$ cat src/manchester_serial_codec_consts.vh
// timing, reset and sizing constants for the manchester serial codec
`ifndef MANCHESTER_SERIAL_CODEC_CONSTS_VH
`define MANCHESTER_SERIAL_CODEC_CONSTS_VH

`define CLK_PERIOD_NS    10
`define BIT_TIME_NS      100
`define BIT_CYC          (`BIT_TIME_NS / `CLK_PERIOD_NS)
`define HALF_CYC         (`BIT_CYC / 2)
`define QTR_CYC          (`BIT_CYC / 4)

`define CAR_GLITCH_NS    20
`define CAR_GLITCH_CYC   ((`CAR_GLITCH_NS + `CLK_PERIOD_NS - 1) / `CLK_PERIOD_NS)
`define COL_GLITCH_NS    10
`define COL_GLITCH_CYC   ((`COL_GLITCH_NS + `CLK_PERIOD_NS - 1) / `CLK_PERIOD_NS)

`define CARR_OFF_NS      155
`define CARR_OFF_CYC     (`CARR_OFF_NS / `CLK_PERIOD_NS)

`define PREAMBLE_GAP_CYC (2 * `BIT_CYC)
`define PREAMBLE_TOL_CYC `QTR_CYC
`define RCLK_RISE_PH     (`HALF_CYC + `QTR_CYC)

`define FIFO_WIDTH       1
`define FIFO_DEPTH       4
`define FIFO_AW          2

`define RST_RX_DATA      1'b1
`define RST_RX_CLOCK     1'b0
`define RST_TX_POS       1'b1
`define RST_TX_NEG       1'b0
`define RST_BIT_CLOCK    1'b0
`define RST_IDLE_OE_N    1'b1

`endif

$ cat src/manchester_serial_codec.v
// manchester encoder/decoder with carrier and collision detection
// Summary of operation
// - collision flag high while filtered collision input active, low otherwise
// - reject carrier pulses under 20 ns and collision pulses under 10 ns
// - recovered data held high while receive line idle in normal mode
// - recovered data changes only just after recovered clock rising edge, apart from its return to high at idle
// - recovered data active from clock start until receive valid drops
// - receive valid low at idle, high on carrier on, low on carrier off
// - recovered clock held low while receive line idle in normal mode
// - recovered clock starts quarter bit after second preamble fall, runs past end
// - clock and data acquired within four bit times of preamble start
// - one: positive output low first half; zero: positive output high first half
// - data and enable sampled on bit clock; encode only while enable high
// - bit rate clock output symmetric, at data rate
// - bit rate clock is oscillator input divided by two
// - idle select low: idle pair with positive output high
// - idle select high: idle pair at zero differential, outputs equal
// - idle select pin pulled low during transmission, released afterwards
// - collision inputs never touch receive or transmit data paths
// - test low: data enabled, clock enabled except held high in acquisition
// - clock locks only after valid 1010 preamble following carrier detect
// - receive valid drops together with a recovered clock rising edge once locked, at once when carrier ends in acquisition
// - internal carrier goes inactive about 155 ns after last rising line edge or filtered carrier input drop, whichever is later
`timescale 1ns/100ps
`include "manchester_serial_codec_consts.vh"

module rx_bit_fifo #(
  parameter WIDTH = 1,
  parameter DEPTH = 4,
  parameter AW    = 2
) (
  input  wire             clock,
  input  wire             sys_rst,
  input  wire             flush,
  input  wire             in_valid,
  output wire             in_ready,
  input  wire [WIDTH-1:0] in_data,
  output wire             out_valid,
  input  wire             out_ready,
  output wire [WIDTH-1:0] out_data
);
  reg [WIDTH-1:0] mem [0:DEPTH-1];
  reg [AW-1:0]    wr_ptr_r;
  reg [AW-1:0]    rd_ptr_r;
  reg [AW:0]      count_r;
  wire            do_push;
  wire            do_pop;

  assign in_ready  = (count_r != DEPTH[AW:0]);
  assign out_valid = (count_r != {(AW+1){1'b0}});
  assign out_data  = mem[rd_ptr_r];
  assign do_push   = in_valid & in_ready;
  assign do_pop    = out_valid & out_ready;

  always @(posedge clock) begin
    if (do_push) begin
      mem[wr_ptr_r] <= in_data;
    end
  end

  always @(posedge clock or posedge sys_rst) begin
    if (sys_rst) begin
      wr_ptr_r <= {AW{1'b0}};
      rd_ptr_r <= {AW{1'b0}};
      count_r  <= {(AW+1){1'b0}};
    end else if (flush) begin
      wr_ptr_r <= {AW{1'b0}};
      rd_ptr_r <= {AW{1'b0}};
      count_r  <= {(AW+1){1'b0}};
    end else begin
      if (do_push) begin
        wr_ptr_r <= wr_ptr_r + 1'b1;
      end
      if (do_pop) begin
        rd_ptr_r <= rd_ptr_r + 1'b1;
      end
      if (do_push & ~do_pop) begin
        count_r <= count_r + 1'b1;
      end else if (do_pop & ~do_push) begin
        count_r <= count_r - 1'b1;
      end
    end
  end
endmodule

module manchester_serial_codec (
  input  wire clock,
  input  wire sys_rst,
  input  wire osc_in,
  input  wire tx_data_in,
  input  wire transmit_enable_in,
  output wire bit_rate_clock_out,
  output wire tx_pos_out,
  output wire tx_neg_out,
  input  wire idle_select_in,
  output wire idle_select_out,
  output wire idle_select_oe_n,
  input  wire rx_line_in,
  input  wire carrier_in,
  input  wire test_n,
  output wire receive_valid,
  output wire rx_clock_out,
  output wire rx_data_out,
  output wire rx_overflow,
  input  wire collision_in,
  output wire collision_flag
);
  localparam [4:0] ST_IDLE  = 5'h01;
  localparam [4:0] ST_ACQ1  = 5'h02;
  localparam [4:0] ST_ACQ2  = 5'h04;
  localparam [4:0] ST_LOCK  = 5'h08;
  localparam [4:0] ST_DRAIN = 5'h10;

  // integer forms first, then cut to the counter widths on purpose
  localparam integer PH_LAST_I  = `BIT_CYC - 1;
  localparam integer PH_QTR_I   = `QTR_CYC;
  localparam integer PH_HALF_I  = `HALF_CYC;
  localparam integer PH_RISE_I  = `RCLK_RISE_PH;
  localparam integer GAP_MIN_I  = `PREAMBLE_GAP_CYC - `PREAMBLE_TOL_CYC;
  localparam integer GAP_MAX_I  = `PREAMBLE_GAP_CYC + `PREAMBLE_TOL_CYC;
  localparam integer CARR_END_I = `CARR_OFF_CYC - 1;
  localparam integer CAR_LEN_I  = `CAR_GLITCH_CYC;
  localparam integer COL_LEN_I  = `COL_GLITCH_CYC;
  localparam [3:0] PH_LAST  = PH_LAST_I[3:0];
  localparam [3:0] PH_QTR   = PH_QTR_I[3:0];
  localparam [3:0] PH_HALF  = PH_HALF_I[3:0];
  localparam [3:0] PH_RISE  = PH_RISE_I[3:0];
  localparam [4:0] GAP_MIN  = GAP_MIN_I[4:0];
  localparam [4:0] GAP_MAX  = GAP_MAX_I[4:0];
  localparam [4:0] CARR_END = CARR_END_I[4:0];

  // glitch length per filter channel: 0 carrier, 1 collision
  function [1:0] filt_len;
    input integer chan;
    begin
      if (chan == 0) begin
        filt_len = CAR_LEN_I[1:0];
      end else begin
        filt_len = COL_LEN_I[1:0];
      end
    end
  endfunction

  wire [1:0] filt_raw;
  wire [1:0] filt_out;
  assign filt_raw = {collision_in, carrier_in};

  // a level must persist beyond the glitch length before it passes
  genvar gi;
  generate
    for (gi = 0; gi < 2; gi = gi + 1) begin : g_filt
      reg [1:0] cnt_r;
      reg       lvl_r;
      always @(posedge clock or posedge sys_rst) begin
        if (sys_rst) begin
          cnt_r <= 2'h0;
          lvl_r <= 1'b0;
        end else if (filt_raw[gi] == lvl_r) begin
          cnt_r <= 2'h0;
        end else if (cnt_r == filt_len(gi)) begin
          lvl_r <= filt_raw[gi];
          cnt_r <= 2'h0;
        end else begin
          cnt_r <= cnt_r + 2'h1;
        end
      end
      assign filt_out[gi] = lvl_r;
    end
  endgenerate

  // collision path is isolated: only collision_flag_r reads filt_out[1]
  reg collision_flag_r;
  always @(posedge clock or posedge sys_rst) begin
    if (sys_rst) begin
      collision_flag_r <= 1'b0;
    end else begin
      collision_flag_r <= filt_out[1];
    end
  end

  // transmit side, timed off oscillator rising edges
  reg osc_prev_r;
  reg bit_clk_r;
  reg tx_act_r;
  reg tx_bit_r;
  reg tx_pos_r;
  reg tx_neg_r;
  reg idle_oe_n_r;
  reg idle_drv_r;
  wire osc_rise;
  assign osc_rise = osc_in & ~osc_prev_r;

  always @(posedge clock or posedge sys_rst) begin
    if (sys_rst) begin
      osc_prev_r  <= 1'b0;
      bit_clk_r   <= `RST_BIT_CLOCK;
      tx_act_r    <= 1'b0;
      tx_bit_r    <= 1'b0;
      tx_pos_r    <= `RST_TX_POS;
      tx_neg_r    <= `RST_TX_NEG;
      idle_oe_n_r <= `RST_IDLE_OE_N;
      idle_drv_r  <= 1'b0;
    end else begin
      osc_prev_r <= osc_in;
      idle_drv_r <= 1'b0;
      if (osc_rise) begin
        bit_clk_r <= ~bit_clk_r;
        if (~bit_clk_r) begin
          tx_act_r    <= transmit_enable_in;
          tx_bit_r    <= tx_data_in;
          idle_oe_n_r <= ~transmit_enable_in;
          if (transmit_enable_in) begin
            tx_pos_r <= ~tx_data_in;
            tx_neg_r <= tx_data_in;
          end else begin
            // pin sensed low while our pull-down decays, giving a soft idle
            tx_pos_r <= ~idle_select_in;
            tx_neg_r <= 1'b0;
          end
        end else if (tx_act_r) begin
          tx_pos_r <= tx_bit_r;
          tx_neg_r <= ~tx_bit_r;
        end
      end
    end
  end

  // receive side
  reg       rx_prev_r;
  reg       icarr_r;
  reg [4:0] carr_cnt_r;
  reg [4:0] st_r;
  reg [4:0] st_nxt;
  reg [3:0] ph_r;
  reg [3:0] ph_nxt;
  reg [4:0] acq_r;
  reg [4:0] acq_nxt;
  reg       rv_r;
  reg       rv_nxt;
  reg       rclk_r;
  reg       rclk_nxt;
  reg       rxd_r;
  reg       rxd_nxt;
  reg       ovf_r;
  reg       ovf_nxt;
  reg       push;
  reg       pop;
  reg       flush;
  reg       phase_hi;
  wire      rx_fall;
  wire      rx_rise;
  wire      fifo_in_ready;
  wire      fifo_out_valid;
  wire      fifo_out_data;

  assign rx_fall = rx_prev_r & ~rx_line_in;
  assign rx_rise = ~rx_prev_r & rx_line_in;

  always @(posedge clock or posedge sys_rst) begin
    if (sys_rst) begin
      rx_prev_r  <= 1'b1;
      icarr_r    <= 1'b0;
      carr_cnt_r <= 5'h00;
    end else begin
      rx_prev_r <= rx_line_in;
      if (filt_out[0] | rx_rise) begin
        carr_cnt_r <= 5'h00;
      end else if (icarr_r) begin
        carr_cnt_r <= carr_cnt_r + 5'h01;
      end
      if (filt_out[0]) begin
        icarr_r <= 1'b1;
      end else if (icarr_r & ~rx_rise & (carr_cnt_r == CARR_END)) begin
        icarr_r <= 1'b0;
      end
    end
  end

  always @* begin
    st_nxt  = st_r;
    ph_nxt  = (ph_r == PH_LAST) ? 4'h0 : ph_r + 4'h1;
    acq_nxt = (acq_r == 5'h1f) ? acq_r : acq_r + 5'h01;
    rv_nxt  = rv_r;
    rxd_nxt = rxd_r;
    ovf_nxt = ovf_r;
    push    = 1'b0;
    pop     = 1'b0;
    flush   = 1'b0;
    case (st_r)
      ST_IDLE: begin
        if (icarr_r) begin
          st_nxt  = ST_ACQ1;
          rv_nxt  = 1'b1;
          ovf_nxt = 1'b0;
        end
      end
      ST_ACQ1: begin
        if (~icarr_r) begin
          st_nxt = ST_IDLE;
          rv_nxt = 1'b0;
        end else if (rx_fall) begin
          st_nxt  = ST_ACQ2;
          acq_nxt = 5'h00;
        end
      end
      ST_ACQ2: begin
        if (~icarr_r) begin
          st_nxt = ST_IDLE;
          rv_nxt = 1'b0;
        end else if (rx_fall) begin
          if ((acq_r >= GAP_MIN) && (acq_r <= GAP_MAX)) begin
            st_nxt = ST_LOCK;
            ph_nxt = PH_HALF + 4'h1;
          end else begin
            acq_nxt = 5'h00;
          end
        end else if (acq_r > GAP_MAX) begin
          st_nxt = ST_ACQ1;
        end
      end
      ST_LOCK: begin
        // realign on mid-cell edges only; boundary edges fall outside
        if ((rx_line_in != rx_prev_r) && (ph_r >= PH_HALF - PH_QTR) &&
            (ph_r <= PH_HALF + PH_QTR)) begin
          ph_nxt = PH_HALF + 4'h1;
        end
        if (ph_r == PH_QTR) begin
          push = 1'b1;
          if (~fifo_in_ready) begin
            ovf_nxt = 1'b1;
          end
        end
        if ((ph_r == PH_RISE) && fifo_out_valid) begin
          pop     = 1'b1;
          rxd_nxt = fifo_out_data;
        end
        if (~icarr_r && (ph_nxt == PH_RISE)) begin
          st_nxt = ST_DRAIN;
          rv_nxt = 1'b0;
        end
      end
      ST_DRAIN: begin
        if (ph_nxt == PH_QTR) begin
          st_nxt = ST_IDLE;
          flush  = 1'b1;
        end
      end
      default: begin
        st_nxt = ST_IDLE;
        rv_nxt = 1'b0;
        flush  = 1'b1;
      end
    endcase
    phase_hi = (ph_nxt >= PH_RISE) || (ph_nxt < PH_QTR);
    case (st_nxt)
      ST_LOCK, ST_DRAIN: begin
        rclk_nxt = phase_hi;
      end
      ST_ACQ1, ST_ACQ2: begin
        rclk_nxt = ~test_n;
      end
      default: begin
        rclk_nxt = ~test_n & phase_hi;
      end
    endcase
    if ((st_nxt == ST_IDLE) && (st_r != ST_LOCK)) begin
      if (test_n) begin
        rxd_nxt = 1'b1;
      end else if (ph_r == PH_RISE) begin
        rxd_nxt = ~rx_line_in;
      end
    end
  end

  always @(posedge clock or posedge sys_rst) begin
    if (sys_rst) begin
      st_r   <= ST_IDLE;
      ph_r   <= 4'h0;
      acq_r  <= 5'h00;
      rv_r   <= 1'b0;
      rclk_r <= `RST_RX_CLOCK;
      rxd_r  <= `RST_RX_DATA;
      ovf_r  <= 1'b0;
    end else begin
      st_r   <= st_nxt;
      ph_r   <= ph_nxt;
      acq_r  <= acq_nxt;
      rv_r   <= rv_nxt;
      rclk_r <= rclk_nxt;
      rxd_r  <= rxd_nxt;
      ovf_r  <= ovf_nxt;
    end
  end

  rx_bit_fifo #(
    .WIDTH (`FIFO_WIDTH),
    .DEPTH (`FIFO_DEPTH),
    .AW    (`FIFO_AW)
  ) u_rx_fifo (
    .clock     (clock),
    .sys_rst   (sys_rst),
    .flush     (flush),
    .in_valid  (push),
    .in_ready  (fifo_in_ready),
    .in_data   (~rx_line_in),
    .out_valid (fifo_out_valid),
    .out_ready (pop),
    .out_data  (fifo_out_data)
  );

  assign bit_rate_clock_out = bit_clk_r;
  assign tx_pos_out         = tx_pos_r;
  assign tx_neg_out         = tx_neg_r;
  assign idle_select_out    = idle_drv_r;
  assign idle_select_oe_n   = idle_oe_n_r;
  assign receive_valid      = rv_r;
  assign rx_clock_out       = rclk_r;
  assign rx_data_out        = rxd_r;
  assign rx_overflow        = ovf_r;
  assign collision_flag     = collision_flag_r;
endmodule

$ cat config.mk
export PLATFORM = sky130hd
export DESIGN_NAME = manchester_serial_codec
export DESIGN_NICKNAME = d
export VERILOG_FILES = /design/src/manchester_serial_codec.v
export VERILOG_INCLUDE_DIRS = /design/src /design/src/src
export SDC_FILE = /design/constraint.sdc
export NUM_CORES = 1
export LEC_CHECK = 0
export ABC_AREA = 1
export BUFFER_PORTS_ARGS = -buffer_cell sky130_fd_sc_hd__buf_2
export CAP_MARGIN = 20
export CORE_UTILIZATION = 35
export CTS_CLUSTER_DIAMETER = 120
export CTS_CLUSTER_SIZE = 8
export DETAILED_ROUTE_END_ITERATION = 8
export PLACE_DENSITY = 0.54
export SYNTH_ARGS = -nofsm -noshare
export SYNTH_HDL_FRONTEND = slang
export SYNTH_SLANG_ARGS = --single-unit
$ cat constraint.sdc
create_clock -name clock -period 1.7 [get_ports clock]
set_clock_uncertainty 0.05 [all_clocks]
set_input_delay 0.34 -clock clock [delete_from_list [all_inputs] [get_ports clock]]
set_output_delay 0.34 -clock clock [all_outputs]
set_load 0.005 [all_outputs]
==> run metrics, run 1 <==
proportion of synthesized chip area in sequential cells 48.6%; CP top delay family simple AND/OR/NAND/NOR gates; Chip Width 88.7 um; Yosys reg bits 50; crit path buf inv count 1; total global routing overflow 0; Yosys warning count 0; crit-path most repeated cell nand2_1; CTS clk-pin slew, worst paths 0.10 ns; Nets 393; Die Y 88.7 um; Total Power 4540 uW; Routed WL per cell 11.2 um; Routed Antenna Nets 0; PD cells 1360 nW/um^2; Buffers on Ports 18; RSZ-0062 raised after global routing yes; Skew-Pair Late Insertion Delay 0.30 ns; Post-DP HPWL 3770 um; Area Overhead vs Synth 27.3%; Stages on worst setup path 9; slowest CP cell dfrtp_1; TritonCTS buffer count 5; worst-case reg-to-reg path depth 9; vias in the first global route 2044; CP Data Arrival Time 1.86 ns; CTS tree built; IO Count 20; syn nets 344; total die area 7870 sq um; critical path fanouts, max 2; Cell Count, Final, Fillers Out 472; vias per cell 4.59; CP cell instances inv_1 -> nand2_1 -> nor3_4 -> nand2_2 -> fa_2 -> xor2_1 -> nand2_1 -> nand2_1 -> o22ai_1; DRT Pass-1 Iters 4; worst setup path endpoint u_rx_fifo.count_r[2]; final period utilization 101%; worst setup path startpoint ph_r[0]; initial antenna violation count 0; layout cells sized above 1 30.0%; Root Driver clkbuf_8; largest net degree at the start of global routing 42; Placer Congestion 0.805; total wire length 5280 um; Max-cap violations 0; Final Hold Fails 0; H-tree levels 2; HP Class in -> reg; Leak 0.00168 uW; drt drc 0; Setup crit end kind flip-flop; startpoint types flip-flop; Cells after Synth 323; worst reg2reg setup slack -0.01 ns; Max IR drop VDD 0.555 mV; kind of critical path reg -> reg; slack of the critical path -0.0134 ns; commonest non-fill, non-tap cell in the layout nand2_1; clk sinks 50; slowest stage delay, CP 0.40 ns; Worst Path Required 1.85 ns; Final setup viols 1; GR Util All Layers 14.5%; reg-to-reg endpoint u_rx_fifo.count_r[2]; Clock Path Buffers 2; FMAX 584 MHz; most frequent cells in the layout nand2_1, inv_1, dfrtp_1; syn_area_per_cell 8.14 sq um; status finished with violations; Yosys cell types 36; DR vias 2167; DRT iter0 DRCs 66; violations in the final reports negative setup slack; max-slew violation count 0; ANT cells 0; global-route wire length before repair 8980 um; Post-Syn Area 2630 sq um; placed insts 458; Starting Density 36.3%; minimum clock period 1.71 ns; Core Region 7250 sq um; reg-to-reg critical path startpoint ph_r[0]; Std-Cell Rows 31
-- cells by family (layout without fill, tap and decap cells) --
kind of cell,Yosys count,in the layout,synth area share (%)
other,1,1,0.143
AOI/OAI and AO/OA,34,34,7.18
adders and majority gates,11,11,5.52
DFF,50,50,48.6
xor gates and xnor gates,3,3,0.999
and+or+nand+nor,161,161,27.9
muxes,2,2,0.761
buffers and inverters,61,111,8.90
-- sequential cells by signal (all words and copies together) (netlist names), 2 cells and up --
register            cells
acq_r                   5
carr_cnt_r              5
g_filt.cnt_r            4
g_filt.lvl_r            2
ph_r                    4
st_r                    5
u_rx_fifo.count_r       3
u_rx_fifo.mem           4
u_rx_fifo.rd_ptr_r      2
u_rx_fifo.wr_ptr_r      2
-- layer usage --
metal / wire length (um) / vias up / GRT usage [%]
li1: - / 1117 / -
met1: 2640 / 1016 / 20.0
met2: 2450 / 27 / 23.2
met3: 117 / 7 / 2.80
met4: 70 / 0 / 4.11
met5: 0 / - / 0
-- Yosys cell counts --
master | instances | area (sq um)
nand3_2 | 3 | 30.0
or2_1 | 1 | 6.26
nand2_2 | 3 | 18.8
mux2i_1 | 2 | 20.0
dfrtp_1 | 41 | 1030
dfstp_2 | 5 | 131
nand4_1 | 8 | 50.1
nand3_4 | 1 | 17.5
nand2_4 | 1 | 11.3
o31ai_1 | 1 | 7.51
nand3_1 | 18 | 90.1
buf_4 | 1 | 7.51
inv_2 | 4 | 15.0
a32o_1 | 1 | 10.0
o2111ai_1 | 1 | 8.76
xor2_1 | 1 | 8.76
nor2_4 | 1 | 11.3
a211oi_1 | 2 | 15.0
buf_2 | 1 | 5.00
nor2_2 | 6 | 37.5
o21ai_1 | 4 | 20.0
a21oi_1 | 15 | 75.1
o21ai_0 | 8 | 40.0
nor2_1 | 36 | 135
clkinv_1 | 1 | 3.75
conb_1 | 1 | 3.75
nor3_1 | 8 | 40.0
edfxtp_1 | 4 | 120
xnor2_1 | 2 | 17.5
fa_1 | 1 | 20.0
and3_1 | 1 | 6.26
o22ai_1 | 2 | 12.5
or2_2 | 1 | 6.26
ha_1 | 10 | 125
inv_1 | 54 | 203
nand2_1 | 73 | 274
-- how the worst min path moves through the flow --
stage / end / start / slack (ns) / cells after the start
6_report: osc_prev_r / osc_in / 0.10 / 1
5_1_grt: osc_prev_r / osc_in / 0.1 / 1
4_1_cts: osc_prev_r / osc_in / 0.09 / 1
3_5_place_dp: collision_flag / sys_rst / 0.19 / 2
3_3_place_gp: collision_flag / sys_rst / 0.18 / 2
2_1_floorplan: rx_prev_r / rx_line_in / 0.29 / 0
-- power breakdown --
part	switching, uW	internal [uW]	leakage [uW]
registers	244	1530	0.000607
logic	1070	831	0.00102
clock network	414	442	0.0000585
-- metrics by stage --
| step | hold slack (ns) | worst slack [ns] | area, sq um | setup TNS [ns] | utilization (%) |
|---|---|---|---|---|---|
| global route | 0.0953 | -0.135 | 3350 | -0.180 | 46.1 |
| finish | 0.103 | -0.0134 | 3350 | -0.0134 | 46.1 |
| floorplan | 0.294 | -0.0582 | 2640 | -0.0582 | - |
| detailed placement | 0.187 | -0.0221 | 3000 | -0.0305 | 41.4 |
| global placement | 0.183 | -0.0332 | 3000 | -0.0332 | 41.4 |
| CTS | 0.0949 | -0.0152 | 3140 | -0.0152 | 43.2 |
-- timing repair --
| item | in CTS | in global routing |
|---|---|---|
| buffers inserted | 0 | 5 |
| gates resized for setup | 3 | 50 |
| pin swaps | 0 | 18 |
| endpoints found under the hold margin | 4 | 0 |
| hold buffers | 1 | 0 |
| setup endpoints to repair | 2 | 11 |
-- final cells by class --
type,count,area [sq um]
clock buffer,5,68.8
clock inverter,3,43.8
fill,723,3910
inverter,59,226
multi-input combinational,212,1290
sequential,50,1280
tap,99,124
timing repair buffer,44,315
Power figures use the tool's default switching activity.
==> run 2, diff against run 1 <==
--- a/config.mk
+++ b/config.mk
@@ -7,13 +7,13 @@
 export NUM_CORES = 1
 export LEC_CHECK = 0
 export ABC_AREA = 1
-export BUFFER_PORTS_ARGS = -buffer_cell sky130_fd_sc_hd__buf_2
 export CAP_MARGIN = 20
 export CORE_UTILIZATION = 35
 export CTS_CLUSTER_DIAMETER = 120
 export CTS_CLUSTER_SIZE = 8
 export DETAILED_ROUTE_END_ITERATION = 8
-export PLACE_DENSITY = 0.54
+export DONT_BUFFER_PORTS = 1
+export PLACE_DENSITY = 0.52
 export SYNTH_ARGS = -nofsm -noshare
 export SYNTH_HDL_FRONTEND = slang
 export SYNTH_SLANG_ARGS = --single-unit
==> run 2 against run 1 <==
  * The flow still finishes with violations (negative setup slack)
  * Sequential power about the same
  * Clock power increased by 0.8%
  * Cell count fell by 4.9%
  * Total power down 7.7%
  * Core utilization is 3.2 points lower
  * Critical path depth unchanged
  * Count of clock-buffer cells in the layout stayed put
  * Flip-flop and latch count unchanged
  * Design area down 7.0%
  * Largest power group is now registers
==> run metrics, run 2 (synthesized netlist as in run 1, its figures left out) <==
TritonCTS buffer count 5 (unchanged); Worst Path Required 1.89 ns (+0.04 ns); total die area 7870 sq um (unchanged); Die Y 88.7 um (unchanged); DRT iter0 DRCs 84 (+27%); startpoint types flip-flop; Area Overhead vs Synth 18.3%; Register Area 1280 sq um (about the same); violations in the final reports negative setup slack; max-slew violation count 0 (unchanged); design area 3110 sq um (-7.0%); Leak 0.00155 uW (-7.8%); Clock Path Buffers 2 (unchanged); most frequent cells in the layout nand2_1, inv_1, dfrtp_1; Max-cap violations 0 (unchanged); Routed Antenna Nets 0 (unchanged); layout cells sized above 1 18.0% (-12 points); Skew-Pair Late Insertion Delay 0.31 ns (about the same); CTS clk-pin slew, worst paths 0.10 ns (about the same); Placed Area 2880 sq um (-4.0%); CP top delay family simple AND/OR/NAND/NOR gates; drt drc 0 (unchanged); RSZ-0062 raised after global routing yes; global-route wire length before repair 8730 um (-2.8%); FMAX 584 MHz (+0.12%); Starting Density 36.3% (unchanged); status finished with violations; largest net degree at the start of global routing 47 (+12%); crit-path most repeated cell nand2_1; Cell Count, Final, Fillers Out 449 (-4.9%); CP Data Arrival Time 1.90 ns (+0.04 ns); Root Driver clkbuf_8; Nets 370 (-5.9%); Setup crit end kind flip-flop; vias per cell 4.60 (+0.27%); CP cell instances nor2_4 -> nand3_2 -> nor2_2 -> nand2_2 -> fa_2 -> xor2_2 -> nand2_1 -> nand2_1 -> o22ai_1; hold_ws 0.0606 ns (-0.0426 ns); slowest stage delay, CP 0.42 ns (+0.02 ns); crit path buf inv count 0 (-1); CTS tree built; kind of critical path reg -> reg; FILL cells 728 (+0.69%); DR vias 2067 (-4.6%); minimum clock period 1.71 ns (-0.00214 ns); clk sinks 50 (unchanged); slowest CP cell dfrtp_1; total global routing overflow 0 (unchanged); total wire length 5100 um (-3.4%); Core Region 7250 sq um (unchanged); Chip Width 88.7 um (unchanged); commonest non-fill, non-tap cell in the layout nand2_1; Buffers on Ports 0 (-18); Final setup viols 1 (unchanged); HP Class in -> reg; H-tree levels 2 (unchanged); IO Count 20 (unchanged); final period utilization 101% (-0.13 points); footprint of the multi-input gates 1200 sq um (-7.1%); GR Util All Layers 14.5% (-0.045 points); Placer Congestion 0.809 (+0.47%); placed insts 436 (-4.8%); Final Hold Fails 0 (unchanged); vias in the first global route 1959 (-4.2%); setup_tns -0.0113 ns (+0.00214 ns); slack of the critical path -0.0113 ns (+0.00214 ns); DRT Pass-1 Iters 4 (unchanged); ANT cells 0 (unchanged); Post-DP HPWL 3710 um (-1.6%); critical path fanouts, max 2 (unchanged); biggest regs acq_r: 5 flops, carr_cnt_r: 5 flops, st_r: 5 flops; Std-Cell Rows 31 (unchanged); PD cells 1350 nW/um^2 (-0.75%); initial antenna violation count 0 (unchanged); Routed WL per cell 11.4 um (+1.6%); Max IR drop VDD 0.552 mV (-0.66%)
run 2: layout make-up:
cell class	count	area share [%]
sequential	50	41.1
multi-input combinational	212	38.5
inverter	59	7.12
timing repair buffer	21	5.71
tap	99	3.98
clock buffer	5	2.21
clock inverter	3	1.41
run 2: metal layers:
layer  vias to the layer above  share of wire (%)  track usage [%]
met5                         -                  0                0
met4                         0                1.1             3.96
met3                         6                3.4             3.26
met2                        40                 46             23.8
met1                       953                 49             19.2
li1                       1068                  -                -
run 2: what timing repair did:
item	in CTS	in global routing
resized for setup	3	13
hold buffers	3	0
endpoints found under the setup margin	2	8
hold endpoints to repair	43	0
pin swaps	1	1
setup buffers	1	1
run 2: worst reg2reg max path, delay by kind of cell (launching register included):
kind	cells	cell delay, ns
fa+ha+maj	1	0.36
xor+xnor	1	0.16
simple gates	6	0.51
compound gates	1	0.14
flops	1	0.42
run 2: worst paths after layout:
path | from | end | slack [ns] | depth (start not counted)
max | st_r[1] | u_rx_fifo.count_r[2] | -0.01 | 9
min | transmit_enable_in | idle_select_oe_n | 0.06 | 1
max reg2reg | st_r[1] | u_rx_fifo.count_r[2] | -0.01 | 9
min reg2reg | g_filt[1].lvl_r | collision_flag | 0.38 | 0
max in group asynchronous | sys_rst | tx_pos_out | 0.86 | 3
min in group asynchronous | sys_rst | tx_bit_r | 0.47 | 3
run 2: where the power goes:
part	leakage [uW]	total (uW)	internal, uW	switching (uW)
registers	0.000608	1780	1530	250
logic	0.000884	1540	634	905
clock network	0.0000585	863	442	422
run 2: per-stage QoR:
| step | setup WS [ns] | utilization, % | total power [uW] |
|---|---|---|---|
| floorplan | -0.0582 | - | 2810 |
| global placement | 0.00629 | 39.7 | 3210 |
| detailed placement | -0.0236 | 39.7 | 3230 |
| CTS | -0.00867 | 42.0 | 4130 |
| global route | -0.147 | 42.9 | 4530 |
| finish | -0.0113 | 42.9 | 4190 |
==> run 3, diff against run 2 <==
--- a/config.mk
+++ b/config.mk
@@ -8,12 +8,12 @@
 export LEC_CHECK = 0
 export ABC_AREA = 1
 export CAP_MARGIN = 20
+export CORE_MARGIN = 4
 export CORE_UTILIZATION = 35
 export CTS_CLUSTER_DIAMETER = 120
-export CTS_CLUSTER_SIZE = 8
 export DETAILED_ROUTE_END_ITERATION = 8
 export DONT_BUFFER_PORTS = 1
-export PLACE_DENSITY = 0.52
+export PLACE_DENSITY = 0.5
 export SYNTH_ARGS = -nofsm -noshare
 export SYNTH_HDL_FRONTEND = slang
 export SYNTH_SLANG_ARGS = --single-unit
==> constraint.sdc (replaced) <==
create_clock -name clock -period 1.6 [get_ports clock]
set_clock_uncertainty 0.05 [all_clocks]
set_input_delay 0.32 -clock clock [delete_from_list [all_inputs] [get_ports clock]]
set_output_delay 0.32 -clock clock [all_outputs]
set_load 0.005 [all_outputs]
==> run 3 against run 2 <==
  * The flow still finishes with violations (negative setup slack)
  * Global-route usage is 1.6 points lower
  * Total power up 11%
  * Flip-flop and latch count did not move
  * Sequential power rose by 6%
  * Combinational power up 32%
  * Clock power decreased by 15%
  * Setup slack lost 0.11 ns
  * Count of clock-buffer cells in the layout grew 1
  * Design area increased by 8.8%
  * Critical endpoint unchanged
==> run metrics, run 3 (synthesized netlist as in run 1, its figures left out) <==
Worst Hold Path EP idle_select_oe_n; minimum clock period 1.72 ns (+0.0122 ns); H-tree levels 2 (unchanged); reg-to-reg critical path startpoint st_r[2]; FILL cells 743 (+2.1%); Post-DP HPWL 3880 um (+4.4%); Leak 0.00167 uW (+8.0%); vias in the first global route 2114 (+7.9%); setup_tns -0.308 ns (-0.297 ns); RSZ-0062 raised after global routing yes; worst hold start transmit_enable_in; biggest regs acq_r: 5 flops, carr_cnt_r: 5 flops, st_r: 5 flops; Placed Area 3070 sq um (+6.5%); Buffers on Ports 0 (unchanged); total die area 8970 sq um (+14%); initial antenna violation count 0 (unchanged); most frequent cells in the layout nand2_1, inv_1, buf_4; worst reg2reg setup slack -0.12 ns (-0.11 ns); vias per cell 4.48 (-2.6%); TritonCTS buffer count 5 (unchanged); CTS tree built; FMAX 580 MHz (-0.71%); Die Y 94.7 um (+6.8%); Root Driver clkbuf_8; critical path fanouts, max 2 (unchanged); Starting Density 36.1% (-0.19 points); crit-path most repeated cell nand2_1; drt drc 0 (unchanged); final period utilization 108% (+7.1 points); commonest non-fill, non-tap cell in the layout nand2_1; HP Class in -> reg; ANT cells 0 (unchanged); startpoint types flip-flop; IO Count 20 (unchanged); violations in the final reports negative setup slack; layout cells sized above 1 29.0% (+11 points); DR vias 2129 (+3.0%); Core Region 7290 sq um (+0.53%); slack of the critical path -0.123 ns (-0.112 ns); Final Hold Fails 0 (unchanged); max-slew violation count 0 (unchanged); Std-Cell Rows 31 (unchanged); DRT iter0 DRCs 49 (-42%); Skew-Pair Late Insertion Delay 0.30 ns (about the same); global-route wire length before repair 9180 um (+5.1%); GR Util All Layers 12.9% (-1.6 points); worst-case reg-to-reg path depth 9 (unchanged); Routed WL per cell 10.9 um (-3.8%); CP Data Arrival Time 1.89 ns (about the same); CP cell instances nor2_1 -> nand3_2 -> nor2_2 -> nand2_2 -> fa_2 -> xor2_2 -> nand2_1 -> nand2_1 -> o22ai_1; status finished with violations; design area 3390 sq um (+8.8%); DRT Pass-1 Iters 4 (unchanged); Routed Antenna Nets 0 (unchanged); kind of critical path reg -> reg; Chip Width 94.7 um (+6.8%); slowest CP cell dfrtp_1; total wire length 5190 um (+1.7%); Max IR drop VDD 0.649 mV (+18%); Clock Path Buffers 2 (unchanged); slowest stage delay, CP 0.38 ns (-0.04 ns); reg-to-reg endpoint u_rx_fifo.count_r[2]; Final setup viols 7 (+6); WHS Path Cells 1 (unchanged); clk sinks 50 (unchanged); largest net degree at the start of global routing 47 (unchanged); total global routing overflow 0 (unchanged); PD cells 1370 nW/um^2 (+2.0%); Setup crit end kind flip-flop; Placer Congestion 0.854 (+5.7%); Worst Path Required 1.77 ns (-0.12 ns); Area Overhead vs Synth 28.8%; Nets 396 (+7.0%); CTS clk-pin slew, worst paths 0.09 ns (about the same); Max-cap violations 0 (unchanged)
[run 3: worst max path at each step]
stage	to	depth (start not counted)	from
after global placement	rx_clock_out	11	rx_prev_r
after CTS	u_rx_fifo.count_r[2]	9	st_r[1]
after floorplan	u_rx_fifo.count_r[2]	9	st_r[0]
final	u_rx_fifo.count_r[2]	9	st_r[2]
after global routing	u_rx_fifo.count_r[2]	9	st_r[1]
after detailed placement	rx_clock_out	11	rx_prev_r
[run 3: area by class of cell]
| cell class | instances | area [sq um] | area share [%] |
|---|---|---|---|
| multi-input cells | 212 | 1290 | 38.1 |
| flip-flops and latches | 50 | 1280 | 37.7 |
| repair buffers | 47 | 377 | 11.1 |
| inverters | 59 | 230 | 6.80 |
| well taps | 99 | 124 | 3.66 |
| clock buffers | 6 | 72.6 | 2.14 |
| clock inverters | 2 | 15.0 | 0.443 |
[run 3: what timing repair did]
action	CTS	global route
hold buffers	3	0
hold endpoints to repair	43	0
resized for setup	9	38
setup buffers	0	4
endpoints found under the setup margin	5	21
pin swaps	8	7
[run 3: worst max-delay path, delay by kind of cell (launching register included)]
family                   cells  cell delay, ns
AO/OA/AOI/OAI                1            0.17
AND/OR/NAND/NOR              6            0.54
XOR/XNOR                     1            0.16
flip-flops                   1            0.38
adder cells (fa/ha/maj)      1            0.36
[run 3: stage by stage]
| stage | cells | util (%) | worst slack, ns | power [uW] | hold slack [ns] |
|---|---|---|---|---|---|
| finish | 475 | 46.4 | -0.123 | 4650 | 0.0378 |
| global route | 475 | 46.4 | -0.283 | 5080 | 0.0350 |
| CTS | 472 | 44.3 | -0.0856 | 4500 | 0.0327 |
| detailed placement | 461 | 42.1 | -0.0726 | 3690 | 0.216 |
| global placement | 461 | 42.1 | -0.0875 | 3690 | 0.221 |
| floorplan | 323 | - | -0.158 | 2990 | 0.274 |
[run 3: metal layers]
metal | GRT usage [%] | wire length, um | vias up | part of all wire [%]
met1 | 16.4 | 2530 | 975 | 49
met5 | 0 | 0 | - | 0
met2 | 21.6 | 2400 | 24 | 46
li1 | - | - | 1124 | -
met4 | 3.25 | 51 | 0 | 0.98
met3 | 3.51 | 205 | 6 | 4.0
[run 3: power breakdown]
part           switching, uW  internal [uW]
clock                    429            309
combinational           1070            959
sequential               251           1630
